`src/logic/cqm_pkg.sv`:
```
`default_nettype none
package cqm_pkg;
  localparam int          AXI_AW           = 8;
  localparam int          SAMPLE_W         = 9;
  localparam int          ERR_W            = 13;
  localparam int          FRAC_W           = 15;
  localparam int          ACC_W            = ERR_W + FRAC_W;
  localparam int          MSE_W            = 9;
  localparam int          IDX_W            = 3;
  localparam int          NUM_THRESH       = 8;

  // Slicer references, decision points and error limits
  localparam int          REF_OUTER        = 128;
  localparam int          REF_INNER_1000   = 64;
  localparam int          DEC_100          = 64;
  localparam int          DEC_OUTER_1000   = 96;
  localparam int          DEC_INNER_1000   = 32;
  localparam int          ERR_MAX_100      = 64;
  localparam int          ERR_MAX_1000     = 32;
  localparam logic [MSE_W-1:0] MSE_MAX     = 9'h1FF;

  // Snapshot period: 1.0 ms at the 125 Msymbol/s receive rate
  localparam int          SNAP_PERIOD_US   = 1000;
  localparam int          SYMBOL_RATE_MHZ  = 125;
  localparam int          SNAP_SYMBOLS     = SNAP_PERIOD_US * SYMBOL_RATE_MHZ;

  // Register byte offsets
  localparam logic [AXI_AW-1:0] OFS_CONFIG   = 8'h00;
  localparam logic [AXI_AW-1:0] OFS_MSE      = 8'h04;
  localparam logic [AXI_AW-1:0] OFS_MSE_WC   = 8'h08;
  localparam logic [AXI_AW-1:0] OFS_QUALITY  = 8'h0C;
  localparam logic [AXI_AW-1:0] OFS_MEAN_ERR = 8'h10;
  localparam logic [AXI_AW-1:0] OFS_STATUS   = 8'h14;
  localparam logic [AXI_AW-1:0] OFS_THRESH   = 8'h20;

  // Register field positions
  localparam int          CFG_ENABLE       = 0;
  localparam int          CFG_SQUARE       = 1;
  localparam int          CFG_CAPTURE      = 2;
  localparam int          CFG_PAIR_LSB     = 4;
  localparam int          CFG_GAIN_LSB     = 8;
  localparam int          CFG_SCALE_LSB    = 12;
  localparam int          QUAL_WORST_LSB   = 4;
  localparam int          TH_HI_LSB        = 16;

  // Reset values
  localparam logic [3:0]  GAIN_RST         = 4'h4;
  localparam logic [3:0]  SCALE_RST        = 4'h0;
  localparam logic [MSE_W-1:0] TH_RST [NUM_THRESH] = '{
    9'h1FF, 9'h100, 9'h0C0, 9'h090, 9'h060, 9'h040, 9'h020, 9'h010
  };

  localparam logic [1:0]  RESP_OKAY        = 2'h0;
  localparam logic [1:0]  RESP_SLVERR      = 2'h2;
endpackage
`default_nettype wire

```
`src/logic/cqm_pair_if.sv`:
```
`timescale 1ns/100ps
`default_nettype none
interface cqm_pair_if;
  import cqm_pkg::*;
  logic             enable;
  logic             sample_stb;
  logic             tick;
  logic [ERR_W-1:0] cond_err;
  logic [3:0]       gain;
  logic [3:0]       scale;
  logic [ERR_W-1:0] snap;
  logic [MSE_W-1:0] mse;
  modport ctrl (output enable, sample_stb, tick, cond_err, gain, scale, input snap, mse);
  modport filt (input enable, sample_stb, tick, cond_err, gain, scale, output snap, mse);
endinterface
`default_nettype wire

```
`src/logic/cqm_pair_filter.sv`:
```
`timescale 1ns/100ps
`default_nettype none
module cqm_pair_filter
  import cqm_pkg::*;
(
  input  wire logic aclk,
  input  wire logic aresetn,
  input  wire logic ce,
  cqm_pair_if.filt  pif
);
  logic        [ACC_W-1:0] acc_r;
  logic        [ERR_W-1:0] snap_r;
  logic signed [ACC_W:0]   diff;
  logic signed [ACC_W:0]   step;
  logic        [ACC_W-1:0] acc_nxt;
  logic        [ERR_W-1:0] scaled;

  // Fraction bits keep small steps from vanishing at large gain shifts
  assign diff    = $signed({1'b0, pif.cond_err, {FRAC_W{1'b0}}}) - $signed({1'b0, acc_r});
  assign step    = diff >>> pif.gain;
  assign acc_nxt = ACC_W'($signed({1'b0, acc_r}) + step);

  always_ff @(posedge aclk) begin
    if (!aresetn) begin
      acc_r  <= '0;
      snap_r <= '0;
    end else if (ce) begin
      if (!pif.enable) begin
        acc_r  <= '0;
        snap_r <= '0;
      end else begin
        if (pif.sample_stb) acc_r <= acc_nxt;
        if (pif.tick) snap_r <= acc_r[ACC_W-1 -: ERR_W];
      end
    end
  end

  assign scaled   = snap_r >> pif.scale;
  assign pif.snap = snap_r;
  assign pif.mse  = (scaled > ERR_W'(MSE_MAX)) ? MSE_MAX : scaled[MSE_W-1:0];
endmodule
`default_nettype wire

```
`src/logic/cqm_monitor.sv`:
```
// Summary of operation
// - Received levels are sliced onto references -128/0/128 at 100M and -128/-64/0/64/128 at 1000M.
// - Decision points sit midway: -64/64 at 100M, -96/-32/32/96 at 1000M.
// - Slicer error magnitude is limited to 32 at 1000M and 64 at 100M.
// - Each sample adds the difference of conditioned error and filter value; 1000M errors are doubled.
// - Square mode squares the scaled error, otherwise the absolute error is filtered.
// - The added difference is divided by two to the filter gain shift.
// - The MSE figure is the filtered value shifted by the output scale, saturating at 511.
// - The filtered value is snapshot every 125,000 symbols (1.0 ms); results use the snapshot.
// - Writing capture with a pair number loads that pair's result; capture reads back as zero.
// - The largest MSE since the last read of the MSE result is kept as a worst case.
// - MSE maps to a 0..7 quality index through thresholds, 7 at or below threshold six; threshold seven is not used.
// - The lowest quality index since the previous read is reported as a worst case.
// - In absolute mode a capture loads the mean slicer error result instead of the MSE and quality results.
//
// Added by the designer: the AXI4-Lite register port and the address map.
`timescale 1ns/100ps
`default_nettype none
module cqm_monitor
  import cqm_pkg::*;
#(
  parameter int NUM_PAIRS    = 4,
  parameter int SNAP_COUNT   = SNAP_SYMBOLS
) (
  input  wire logic                          aclk,
  input  wire logic                          aresetn,
  input  wire logic                          ce,
  input  wire logic                          symbol_valid,
  input  wire logic [NUM_PAIRS*SAMPLE_W-1:0] symbol_data,
  input  wire logic                          speed_1000,
  input  wire logic [AXI_AW-1:0]             s_axi_awaddr,
  input  wire logic                          s_axi_awvalid,
  output logic                               s_axi_awready,
  input  wire logic [31:0]                   s_axi_wdata,
  input  wire logic [3:0]                    s_axi_wstrb,
  input  wire logic                          s_axi_wvalid,
  output logic                               s_axi_wready,
  output logic [1:0]                         s_axi_bresp,
  output logic                               s_axi_bvalid,
  input  wire logic                          s_axi_bready,
  input  wire logic [AXI_AW-1:0]             s_axi_araddr,
  input  wire logic                          s_axi_arvalid,
  output logic                               s_axi_arready,
  output logic [31:0]                        s_axi_rdata,
  output logic [1:0]                         s_axi_rresp,
  output logic                               s_axi_rvalid,
  input  wire logic                          s_axi_rready
);
  localparam int PAIR_W = 2;
  localparam int CNT_W  = $clog2(SNAP_COUNT + 1);

  if (NUM_PAIRS < 1 || NUM_PAIRS > (1 << PAIR_W)) begin : g_chk_pairs
    $error("NUM_PAIRS must be 1 to 4");
  end
  if (SNAP_COUNT < 2) begin : g_chk_snap
    $error("SNAP_COUNT must be at least 2");
  end

  function automatic logic [IDX_W-1:0] quality_index(input logic [MSE_W-1:0] mse,
                                                     input logic [MSE_W-1:0] th [NUM_THRESH]);
    logic [IDX_W-1:0] idx;
    idx = '0;
    for (int n = 1; n < NUM_THRESH; n++) begin
      if (mse <= th[n-1]) idx = IDX_W'(n);
    end
    return idx;
  endfunction

  function automatic logic [ERR_W-1:0] condition(input logic signed [SAMPLE_W-1:0] x,
                                                 input logic fast,
                                                 input logic square);
    logic signed [SAMPLE_W+1:0] ref_lvl;
    logic signed [SAMPLE_W+1:0] err;
    logic        [6:0]          mag;
    logic        [6:0]          lim;
    ref_lvl = '0;
    if (fast) begin
      if (x > DEC_OUTER_1000) ref_lvl = (SAMPLE_W+2)'(REF_OUTER);
      else if (x > DEC_INNER_1000) ref_lvl = (SAMPLE_W+2)'(REF_INNER_1000);
      else if (x < -DEC_OUTER_1000) ref_lvl = (SAMPLE_W+2)'(-REF_OUTER);
      else if (x < -DEC_INNER_1000) ref_lvl = (SAMPLE_W+2)'(-REF_INNER_1000);
    end else begin
      if (x > DEC_100) ref_lvl = (SAMPLE_W+2)'(REF_OUTER);
      else if (x < -DEC_100) ref_lvl = (SAMPLE_W+2)'(-REF_OUTER);
    end
    err = x - ref_lvl;
    lim = fast ? 7'(ERR_MAX_1000) : 7'(ERR_MAX_100);
    if (err < 0) err = -err;
    // Outer levels have no far neighbour, so overshoot beyond them is clipped
    mag = (err > lim) ? lim : 7'(err);
    if (fast) mag = 7'(mag << 1);
    // Widen before squaring so the product keeps all of its bits
    return square ? ERR_W'(mag) * ERR_W'(mag) : ERR_W'(mag);
  endfunction

  logic                 enable_r;
  logic                 square_r;
  logic [PAIR_W-1:0]    pair_r;
  logic [3:0]           gain_r;
  logic [3:0]           scale_r;
  logic [MSE_W-1:0]     th_r [NUM_THRESH];
  logic [MSE_W-1:0]     mse_res_r;
  logic [MSE_W-1:0]     mse_wc_res_r;
  logic [IDX_W-1:0]     idx_res_r;
  logic [IDX_W-1:0]     idx_wc_res_r;
  logic [ERR_W-1:0]     mean_res_r;
  logic [MSE_W-1:0]     wc_mse_r [NUM_PAIRS];
  logic [IDX_W-1:0]     wc_idx_r [NUM_PAIRS];
  logic [MSE_W-1:0]     cur_mse  [NUM_PAIRS];
  logic [IDX_W-1:0]     cur_idx  [NUM_PAIRS];
  logic [ERR_W-1:0]     cur_snap [NUM_PAIRS];
  logic [CNT_W-1:0]     sym_cnt_r;
  logic                 tick;
  logic                 bvalid_r;
  logic [1:0]           bresp_r;
  logic                 rvalid_r;
  logic [1:0]           rresp_r;
  logic [31:0]          rdata_r;

  // Symbol counter for the snapshot period
  assign tick = ce && enable_r && symbol_valid && (sym_cnt_r == CNT_W'(SNAP_COUNT - 1));

  always_ff @(posedge aclk) begin
    if (!aresetn) begin
      sym_cnt_r <= '0;
    end else if (ce) begin
      if (!enable_r) sym_cnt_r <= '0;
      else if (tick) sym_cnt_r <= '0;
      else if (symbol_valid) sym_cnt_r <= sym_cnt_r + 1'b1;
    end
  end

  // Write channel: address and data are taken together in one beat
  logic              wr_go;
  logic              rd_go;
  logic              wr_cfg;
  logic              wr_map;
  logic              cap_go;
  logic [PAIR_W-1:0] wr_pair;
  logic              rd_mse;
  logic              rd_qual;
  logic              rd_map;
  logic [2:0]        th_sel;
  logic [2:0]        rd_th_sel;
  logic              wr_th;
  logic              rd_th;

  assign wr_go     = ce && s_axi_awvalid && s_axi_wvalid && !bvalid_r;
  assign rd_go     = ce && s_axi_arvalid && !rvalid_r;
  assign s_axi_awready = wr_go;
  assign s_axi_wready  = wr_go;
  assign s_axi_arready = rd_go;
  assign th_sel    = 3'(s_axi_awaddr[AXI_AW-1:2] - OFS_THRESH[AXI_AW-1:2]);
  assign rd_th_sel = 3'(s_axi_araddr[AXI_AW-1:2] - OFS_THRESH[AXI_AW-1:2]);
  assign wr_th     = s_axi_awaddr >= OFS_THRESH && s_axi_awaddr < OFS_THRESH + 8'h10;
  assign rd_th     = s_axi_araddr >= OFS_THRESH && s_axi_araddr < OFS_THRESH + 8'h10;
  assign wr_cfg    = wr_go && s_axi_awaddr[AXI_AW-1:2] == OFS_CONFIG[AXI_AW-1:2];
  assign wr_map    = (s_axi_awaddr[AXI_AW-1:2] == OFS_CONFIG[AXI_AW-1:2]) || wr_th;
  assign wr_pair   = s_axi_wdata[CFG_PAIR_LSB +: PAIR_W];
  // Capture is refused for pairs that do not exist and while measurement is off
  assign cap_go    = wr_cfg && s_axi_wstrb[0] && s_axi_wdata[CFG_CAPTURE] && enable_r
                     && (int'(wr_pair) < NUM_PAIRS);
  assign rd_mse    = rd_go && s_axi_araddr == OFS_MSE;
  assign rd_qual   = rd_go && s_axi_araddr == OFS_QUALITY;
  assign rd_map    = (s_axi_araddr[AXI_AW-1:5] == '0 && s_axi_araddr <= OFS_STATUS) || rd_th;

  // Per-pair filters and worst-case trackers
  for (genvar p = 0; p < NUM_PAIRS; p++) begin : g_pair
    cqm_pair_if pif ();
    assign pif.enable     = enable_r;
    assign pif.sample_stb = symbol_valid;
    assign pif.tick       = tick;
    assign pif.gain       = gain_r;
    assign pif.scale      = scale_r;
    assign pif.cond_err   = condition(symbol_data[p*SAMPLE_W +: SAMPLE_W], speed_1000,
                                      square_r);
    assign cur_mse[p]     = pif.mse;
    assign cur_snap[p]    = pif.snap;
    assign cur_idx[p]     = quality_index(pif.mse, th_r);

    cqm_pair_filter u_filter (
      .aclk    (aclk),
      .aresetn (aresetn),
      .ce      (ce),
      .pif     (pif.filt)
    );

    logic restart_mse;
    logic restart_idx;
    assign restart_mse = rd_mse && pair_r == PAIR_W'(p);
    assign restart_idx = rd_qual && pair_r == PAIR_W'(p);

    // A new snapshot in a restart cycle is folded in next cycle, so none is lost
    always_ff @(posedge aclk) begin
      if (!aresetn) begin
        wc_mse_r[p] <= '0;
        wc_idx_r[p] <= IDX_W'(NUM_THRESH - 1);
      end else if (ce) begin
        if (restart_mse || !enable_r) wc_mse_r[p] <= cur_mse[p];
        else if (cur_mse[p] > wc_mse_r[p]) wc_mse_r[p] <= cur_mse[p];
        if (restart_idx || !enable_r) wc_idx_r[p] <= cur_idx[p];
        else if (cur_idx[p] < wc_idx_r[p]) wc_idx_r[p] <= cur_idx[p];
      end
    end
  end

  // Configuration, thresholds and captured results
  always_ff @(posedge aclk) begin
    if (!aresetn) begin
      enable_r     <= 1'b0;
      square_r     <= 1'b0;
      pair_r       <= '0;
      gain_r       <= GAIN_RST;
      scale_r      <= SCALE_RST;
      th_r         <= TH_RST;
      mse_res_r    <= '0;
      mse_wc_res_r <= '0;
      idx_res_r    <= '0;
      idx_wc_res_r <= '0;
      mean_res_r   <= '0;
    end else if (ce) begin
      if (wr_cfg && s_axi_wstrb[0]) begin
        enable_r <= s_axi_wdata[CFG_ENABLE];
        square_r <= s_axi_wdata[CFG_SQUARE];
        pair_r   <= wr_pair;
      end
      if (wr_cfg && s_axi_wstrb[1]) begin
        gain_r  <= s_axi_wdata[CFG_GAIN_LSB +: 4];
        scale_r <= s_axi_wdata[CFG_SCALE_LSB +: 4];
      end
      if (wr_go && wr_th) begin
        if (s_axi_wstrb[0] && s_axi_wstrb[1]) th_r[2*th_sel[1:0]]   <= s_axi_wdata[MSE_W-1:0];
        if (s_axi_wstrb[2] && s_axi_wstrb[3]) th_r[2*th_sel[1:0]+1] <=
          s_axi_wdata[TH_HI_LSB +: MSE_W];
      end
      if (cap_go) begin
        if (square_r) begin
          mse_res_r    <= cur_mse[wr_pair];
          mse_wc_res_r <= wc_mse_r[wr_pair];
          idx_res_r    <= cur_idx[wr_pair];
          idx_wc_res_r <= wc_idx_r[wr_pair];
        end else begin
          mean_res_r   <= cur_snap[wr_pair];
        end
      end
    end
  end

  // Response channels
  logic [31:0] rd_word;
  assign rd_word =
    (s_axi_araddr == OFS_CONFIG)   ? {16'h0000, scale_r, gain_r, 2'b00, 2'(pair_r), 2'b00,
                                      square_r, enable_r} :
    (s_axi_araddr == OFS_MSE)      ? 32'(mse_res_r) :
    (s_axi_araddr == OFS_MSE_WC)   ? 32'(mse_wc_res_r) :
    (s_axi_araddr == OFS_QUALITY)  ? 32'({idx_wc_res_r, 1'b0, idx_res_r}) :
    (s_axi_araddr == OFS_MEAN_ERR) ? 32'(mean_res_r) :
    (s_axi_araddr == OFS_STATUS)   ? 32'(sym_cnt_r) :
    rd_th ? {7'h00, th_r[2*rd_th_sel[1:0]+1], 7'h00, th_r[2*rd_th_sel[1:0]]} : 32'h0000_0000;

  always_ff @(posedge aclk) begin
    if (!aresetn) begin
      bvalid_r <= 1'b0;
      bresp_r  <= RESP_OKAY;
      rvalid_r <= 1'b0;
      rresp_r  <= RESP_OKAY;
      rdata_r  <= '0;
    end else if (ce) begin
      if (wr_go) begin
        bvalid_r <= 1'b1;
        bresp_r  <= wr_map ? RESP_OKAY : RESP_SLVERR;
      end else if (s_axi_bready) begin
        bvalid_r <= 1'b0;
      end
      if (rd_go) begin
        rvalid_r <= 1'b1;
        rresp_r  <= rd_map ? RESP_OKAY : RESP_SLVERR;
        rdata_r  <= rd_map ? rd_word : 32'h0000_0000;
      end else if (s_axi_rready) begin
        rvalid_r <= 1'b0;
      end
    end
  end

  assign s_axi_bvalid = bvalid_r;
  assign s_axi_bresp  = bresp_r;
  assign s_axi_rvalid = rvalid_r;
  assign s_axi_rresp  = rresp_r;
  assign s_axi_rdata  = rdata_r;
endmodule
`default_nettype wire

```
`config.mk`:
```
export PLATFORM = sky130hd
export DESIGN_NAME = cqm_monitor
export DESIGN_NICKNAME = d
export VERILOG_FILES = /design/src/logic/cqm_pkg.sv /design/src/logic/cqm_pair_if.sv /design/src/logic/cqm_pair_filter.sv /design/src/logic/cqm_monitor.sv
export SDC_FILE = /design/constraint.sdc
export NUM_CORES = 2
export LEC_CHECK = 0
export BUFFER_PORTS_ARGS = -buffer_cell sky130_fd_sc_hd__buf_4
export CAP_MARGIN = 20
export CELL_PAD_IN_SITES_DETAIL_PLACEMENT = 2
export CELL_PAD_IN_SITES_GLOBAL_PLACEMENT = 2
export CORE_ASPECT_RATIO = 1.2
export CORE_UTILIZATION = 42
export CTS_CLUSTER_SIZE = 40
export DETAILED_ROUTE_END_ITERATION = 7
export PLACE_DENSITY_LB_ADDON = 0.08
export SYNTH_ARGS = -nofsm -noshare
export SYNTH_HDL_FRONTEND = slang
export SYNTH_SLANG_ARGS = --single-unit
```
`constraint.sdc`:
```
create_clock -name aclk -period 41.9 [get_ports aclk]
set_clock_uncertainty 0.15 [all_clocks]
set_input_delay 4.19 -clock aclk [delete_from_list [all_inputs] [get_ports aclk]]
set_output_delay 4.19 -clock aclk [all_outputs]
set_load 0.02 [all_outputs]
```
==> results.json <==
{
  "synthCells": 5804,
  "grtUsageTotal": 0.336,
  "pwr_density_cell_nw_per_um2": 21.3,
  "synth-edff-count": 48,
  "async_flop_share": 0,
  "path_clk_slew_ps": 60,
  "yosysSeqAreaShare": 0.176,
  "hold_viol": 0,
  "final_layout_size_suffix_gt1_frac": 0.0810,
  "synth_area_um2": 45700,
  "ctsHtreeMaxLevel": 2,
  "p_comb_frac": 0.205,
  "min_period_over_period": 0.427,
  "synth.top_cells.by_area": "ha_1 16%, dfxtp_1 14%, mux2i_1 5.9%, nand2_1 4.4%, a21oi_1 4.1%",
  "wl_met1_um": 77500,
  "fp.dieH_um": 364,
  "die_x_um": 303,
  "cts_resized": 0,
  "cp_slowest_cell": "or4b_2",
  "cp-end-kind": "flip-flop",
  "dieArea_um2": 110000,
  "top_layer": "met5",
  "rows": 132,
  "cts_tree": "built",
  "final_cell_mix": "589 x ha_1, 540 x nand2_1, 458 x nor2_1",
  "mostFrequentLayoutCell": "ha_1",
  "cts_buffer_depth": 3,
  "path_class": "in -> reg",
  "clockRootBuffer": "clkbuf_16",
  "dr.pass1.iters": 7,
  "max_stage_delay_ps": 670,
  "grt_antenna_before_repair": 5,
  "tightest_slew_ps": 1220,
  "yosys_warnings": 0,
  "drv_slew": 0,
  "path_max_fanout": 10,
  "coreArea_um2": 108000,
  "grt_pass1_vias": 48600,
  "cts-buffers-inserted": 50,
  "synth_top_area_cell": "ha_1",
  "vias": 45300,
  "place.port_buffers": 120,
  "clock_latency_ps": 660,
  "finalNetCount": 6501,
  "ys_types": 92,
  "fin_crit_ps": 17880,
  "routed_via_density": 6.29,
  "wl_per_cell_um": 26.3,
  "postCtsHoldBufs": 0,
  "dr_wl_met3_um": 7760,
  "hp-class": "reg -> reg",
  "drc": 0,
  "postRouteAntennaNets": 0,
  "wl_um": 189000,
  "setup_violations": 0,
  "vdd.ir_drop.worst_mv": 0.0265,
  "start_kind": "input port",
  "synth_top_area_frac": 0.161,
  "start_util": 0.423,
  "cts_num_sinks": 379,
  "critical_path_arrival_ps": 18210,
  "clkPwrFrac": 0.446,
  "intPower_uw": 723,
  "grt_max_degree": 123,
  "post_cts_buffers": 0,
  "relSlewSlack": 0.179,
  "seq_area_um2": 8090,
  "syn_avg_cell_area_um2": 7.88,
  "fillCellCount": 12300,
  "hpwl_um": 143000,
  "multi_input_area_um2": 35100,
  "met2WireLength_um": 93700,
  "grt-ovfl-total": 0,
  "total_power_mw": 1.06,
  "cp_common_cell": "inv_1",
  "cp.required_ps": 42230,
  "netSwitchingPower_uw": 337,
  "swShare": 0.318,
  "num_io_pins": 139,
  "drtIter0Drc": 2592,
  "path_delay_family": "adder cells",
  "seqPwrFrac": 0.350,
  "area_delta_synth_final_pct": 8.61,
  "rsz0062_at_grt": "false",
  "outcome": "finished, final reports clean",
  "timing.critical_path.buf_inv": 10,
  "routabilityCongestion": 0.917,
  "ys_ff_latch": 379,
  "synth_ff_type": "dfxtp_1",
  "power.leakage_nw": 22.0,
  "drv_cap": 0,
  "grt_pass1_wl_um": 289000,
  "setup_tns_ps": 0,
  "fmax_ghz": 0.0559
}
[flip-flops by register name, indices dropped and copies added (netlist names)]
register and count:
g_pair.u_filter.pif.snap 52, idx_res_r 3, wc_mse_r 36, mean_res_r 13
pair_r 2, g_pair.pif.gain 4, mse_wc_res_r 9, s_axi_rresp 1
idx_wc_res_r 3, enable_r 1, th_r 72, wc_idx_r 12
s_axi_bvalid 1, square_r 1, g_pair.u_filter.acc_r 112, g_pair.pif.scale 4
s_axi_rvalid 1, s_axi_rdata 25, mse_res_r 9, s_axi_bresp 1
sym_cnt_r 17
[tightest hold or removal path, cell delays in order, from the launching register on]
cell	delay, ps
dfxtp_1	310
nand2_1	50
a21boi_0	70
[cells in the mapped netlist (11+ instances only)]
library cell and number:
nor3b_1 24, or2_2 19, xor2_1 98, a31o_2 11, o211ai_1 48, a21o_1 110
and2_1 64, o221ai_1 13, a31oi_1 57, a21boi_0 46, buf_1 52, nand2b_1 49
a22oi_1 140, nand2_1 540, dfxtp_1 331, nor2b_1 293, o21ai_0 354, o22ai_1 26
o211a_1 14, nor2_1 458, o21a_1 115, mux2i_1 271, a211o_1 19, and3_1 36
a211oi_1 91, nor3_1 117, nand3_1 80, mux4_2 72, o21bai_1 14, a21oi_1 374
edfxtp_1 48, nand3b_1 15, o31ai_1 18, a2111oi_0 17, mux2_2 48, or3_1 32
nor4_1 12, ha_1 589, inv_1 393, nand4_1 59, clkbuf_1 232, xnor2_1 163
fa_1 64
[power groups by stage]
stage / Clock [mW] / Combinational [mW] / Sequential, mW
5_1_grt: 0.489 / 0.238 / 0.371
6_report: 0.472 / 0.217 / 0.371
4_1_cts: 0.477 / 0.218 / 0.371
2_1_floorplan: 0 / 0.150 / 0.378
3_5_place_dp: 0 / 0.215 / 0.379
3_3_place_gp: 0 / 0.207 / 0.379
[worst paths after layout]
| path | start | to | slack, ps | cells past startpoint |
|---|---|---|---|---|
| min | mse_wc_res_r[4]$_SDFFE_PN0P_ | mse_wc_res_r[4]$_SDFFE_PN0P_ | 320 | 2 |
| min reg2reg | mse_wc_res_r[4]$_SDFFE_PN0P_ | mse_wc_res_r[4]$_SDFFE_PN0P_ | 320 | 2 |
| max | symbol_data[18] | g_pair[2].u_filter.acc_r[27]$_SDFFE_PN0P_ | 24020 | 61 |
| max reg2reg | square_r$_SDFFE_PN0P_ | g_pair[2].u_filter.acc_r[27]$_SDFFE_PN0P_ | 34160 | 27 |
[layer usage]
| layer | vias up | global-route usage |
|---|---|---|
| li1 | 20800 | - |
| met1 | 23000 | 0.395 |
| met2 | 1050 | 0.597 |
| met3 | 421 | 0.0339 |
| met4 | 2 | 0.172 |
| met5 | - | 0 |
[area by class of cell]
cell class / count / share of cell area
Inverter: 395 / 0.0300
Timing Repair Buffer: 186 / 0.0286
Antenna cell: 2 / 0.000101
Tap cell: 1407 / 0.0354
Clock buffer: 70 / 0.0298
Multi-Input combinational cell: 4738 / 0.707
Sequential cell: 379 / 0.163
Clock inverter: 24 / 0.00627
[through the flow]
step / setup slack (ps) / hold WS (ps) / area [um^2] / cells / utilization
floorplan: 25670 / 286 / 45800 / 5812 / -
global placement: 23900 / 305 / 47900 / 7102 / 0.443
detailed placement: 23300 / 311 / 47900 / 7103 / 0.443
CTS: 23910 / 319 / 49700 / 7197 / 0.460
global route: 22940 / 349 / 49700 / 7201 / 0.460
finish: 24020 / 322 / 49700 / 7201 / 0.460
[cell families (layout without fill, tap and decap cells)]
logic type      after synthesis  count (layout)  synth area share
simple gates               1839            1839             0.195
compound gates             1583            1583             0.224
buf+inv                     695             675            0.0582
fa+ha+maj                   653             653             0.189
mux                         392             392             0.107
flops                       379             379             0.176
xor+xnor                    262             262            0.0503
other cells                   1              11         0.0000820
Note: power is estimated with default switching activity, not from simulation.
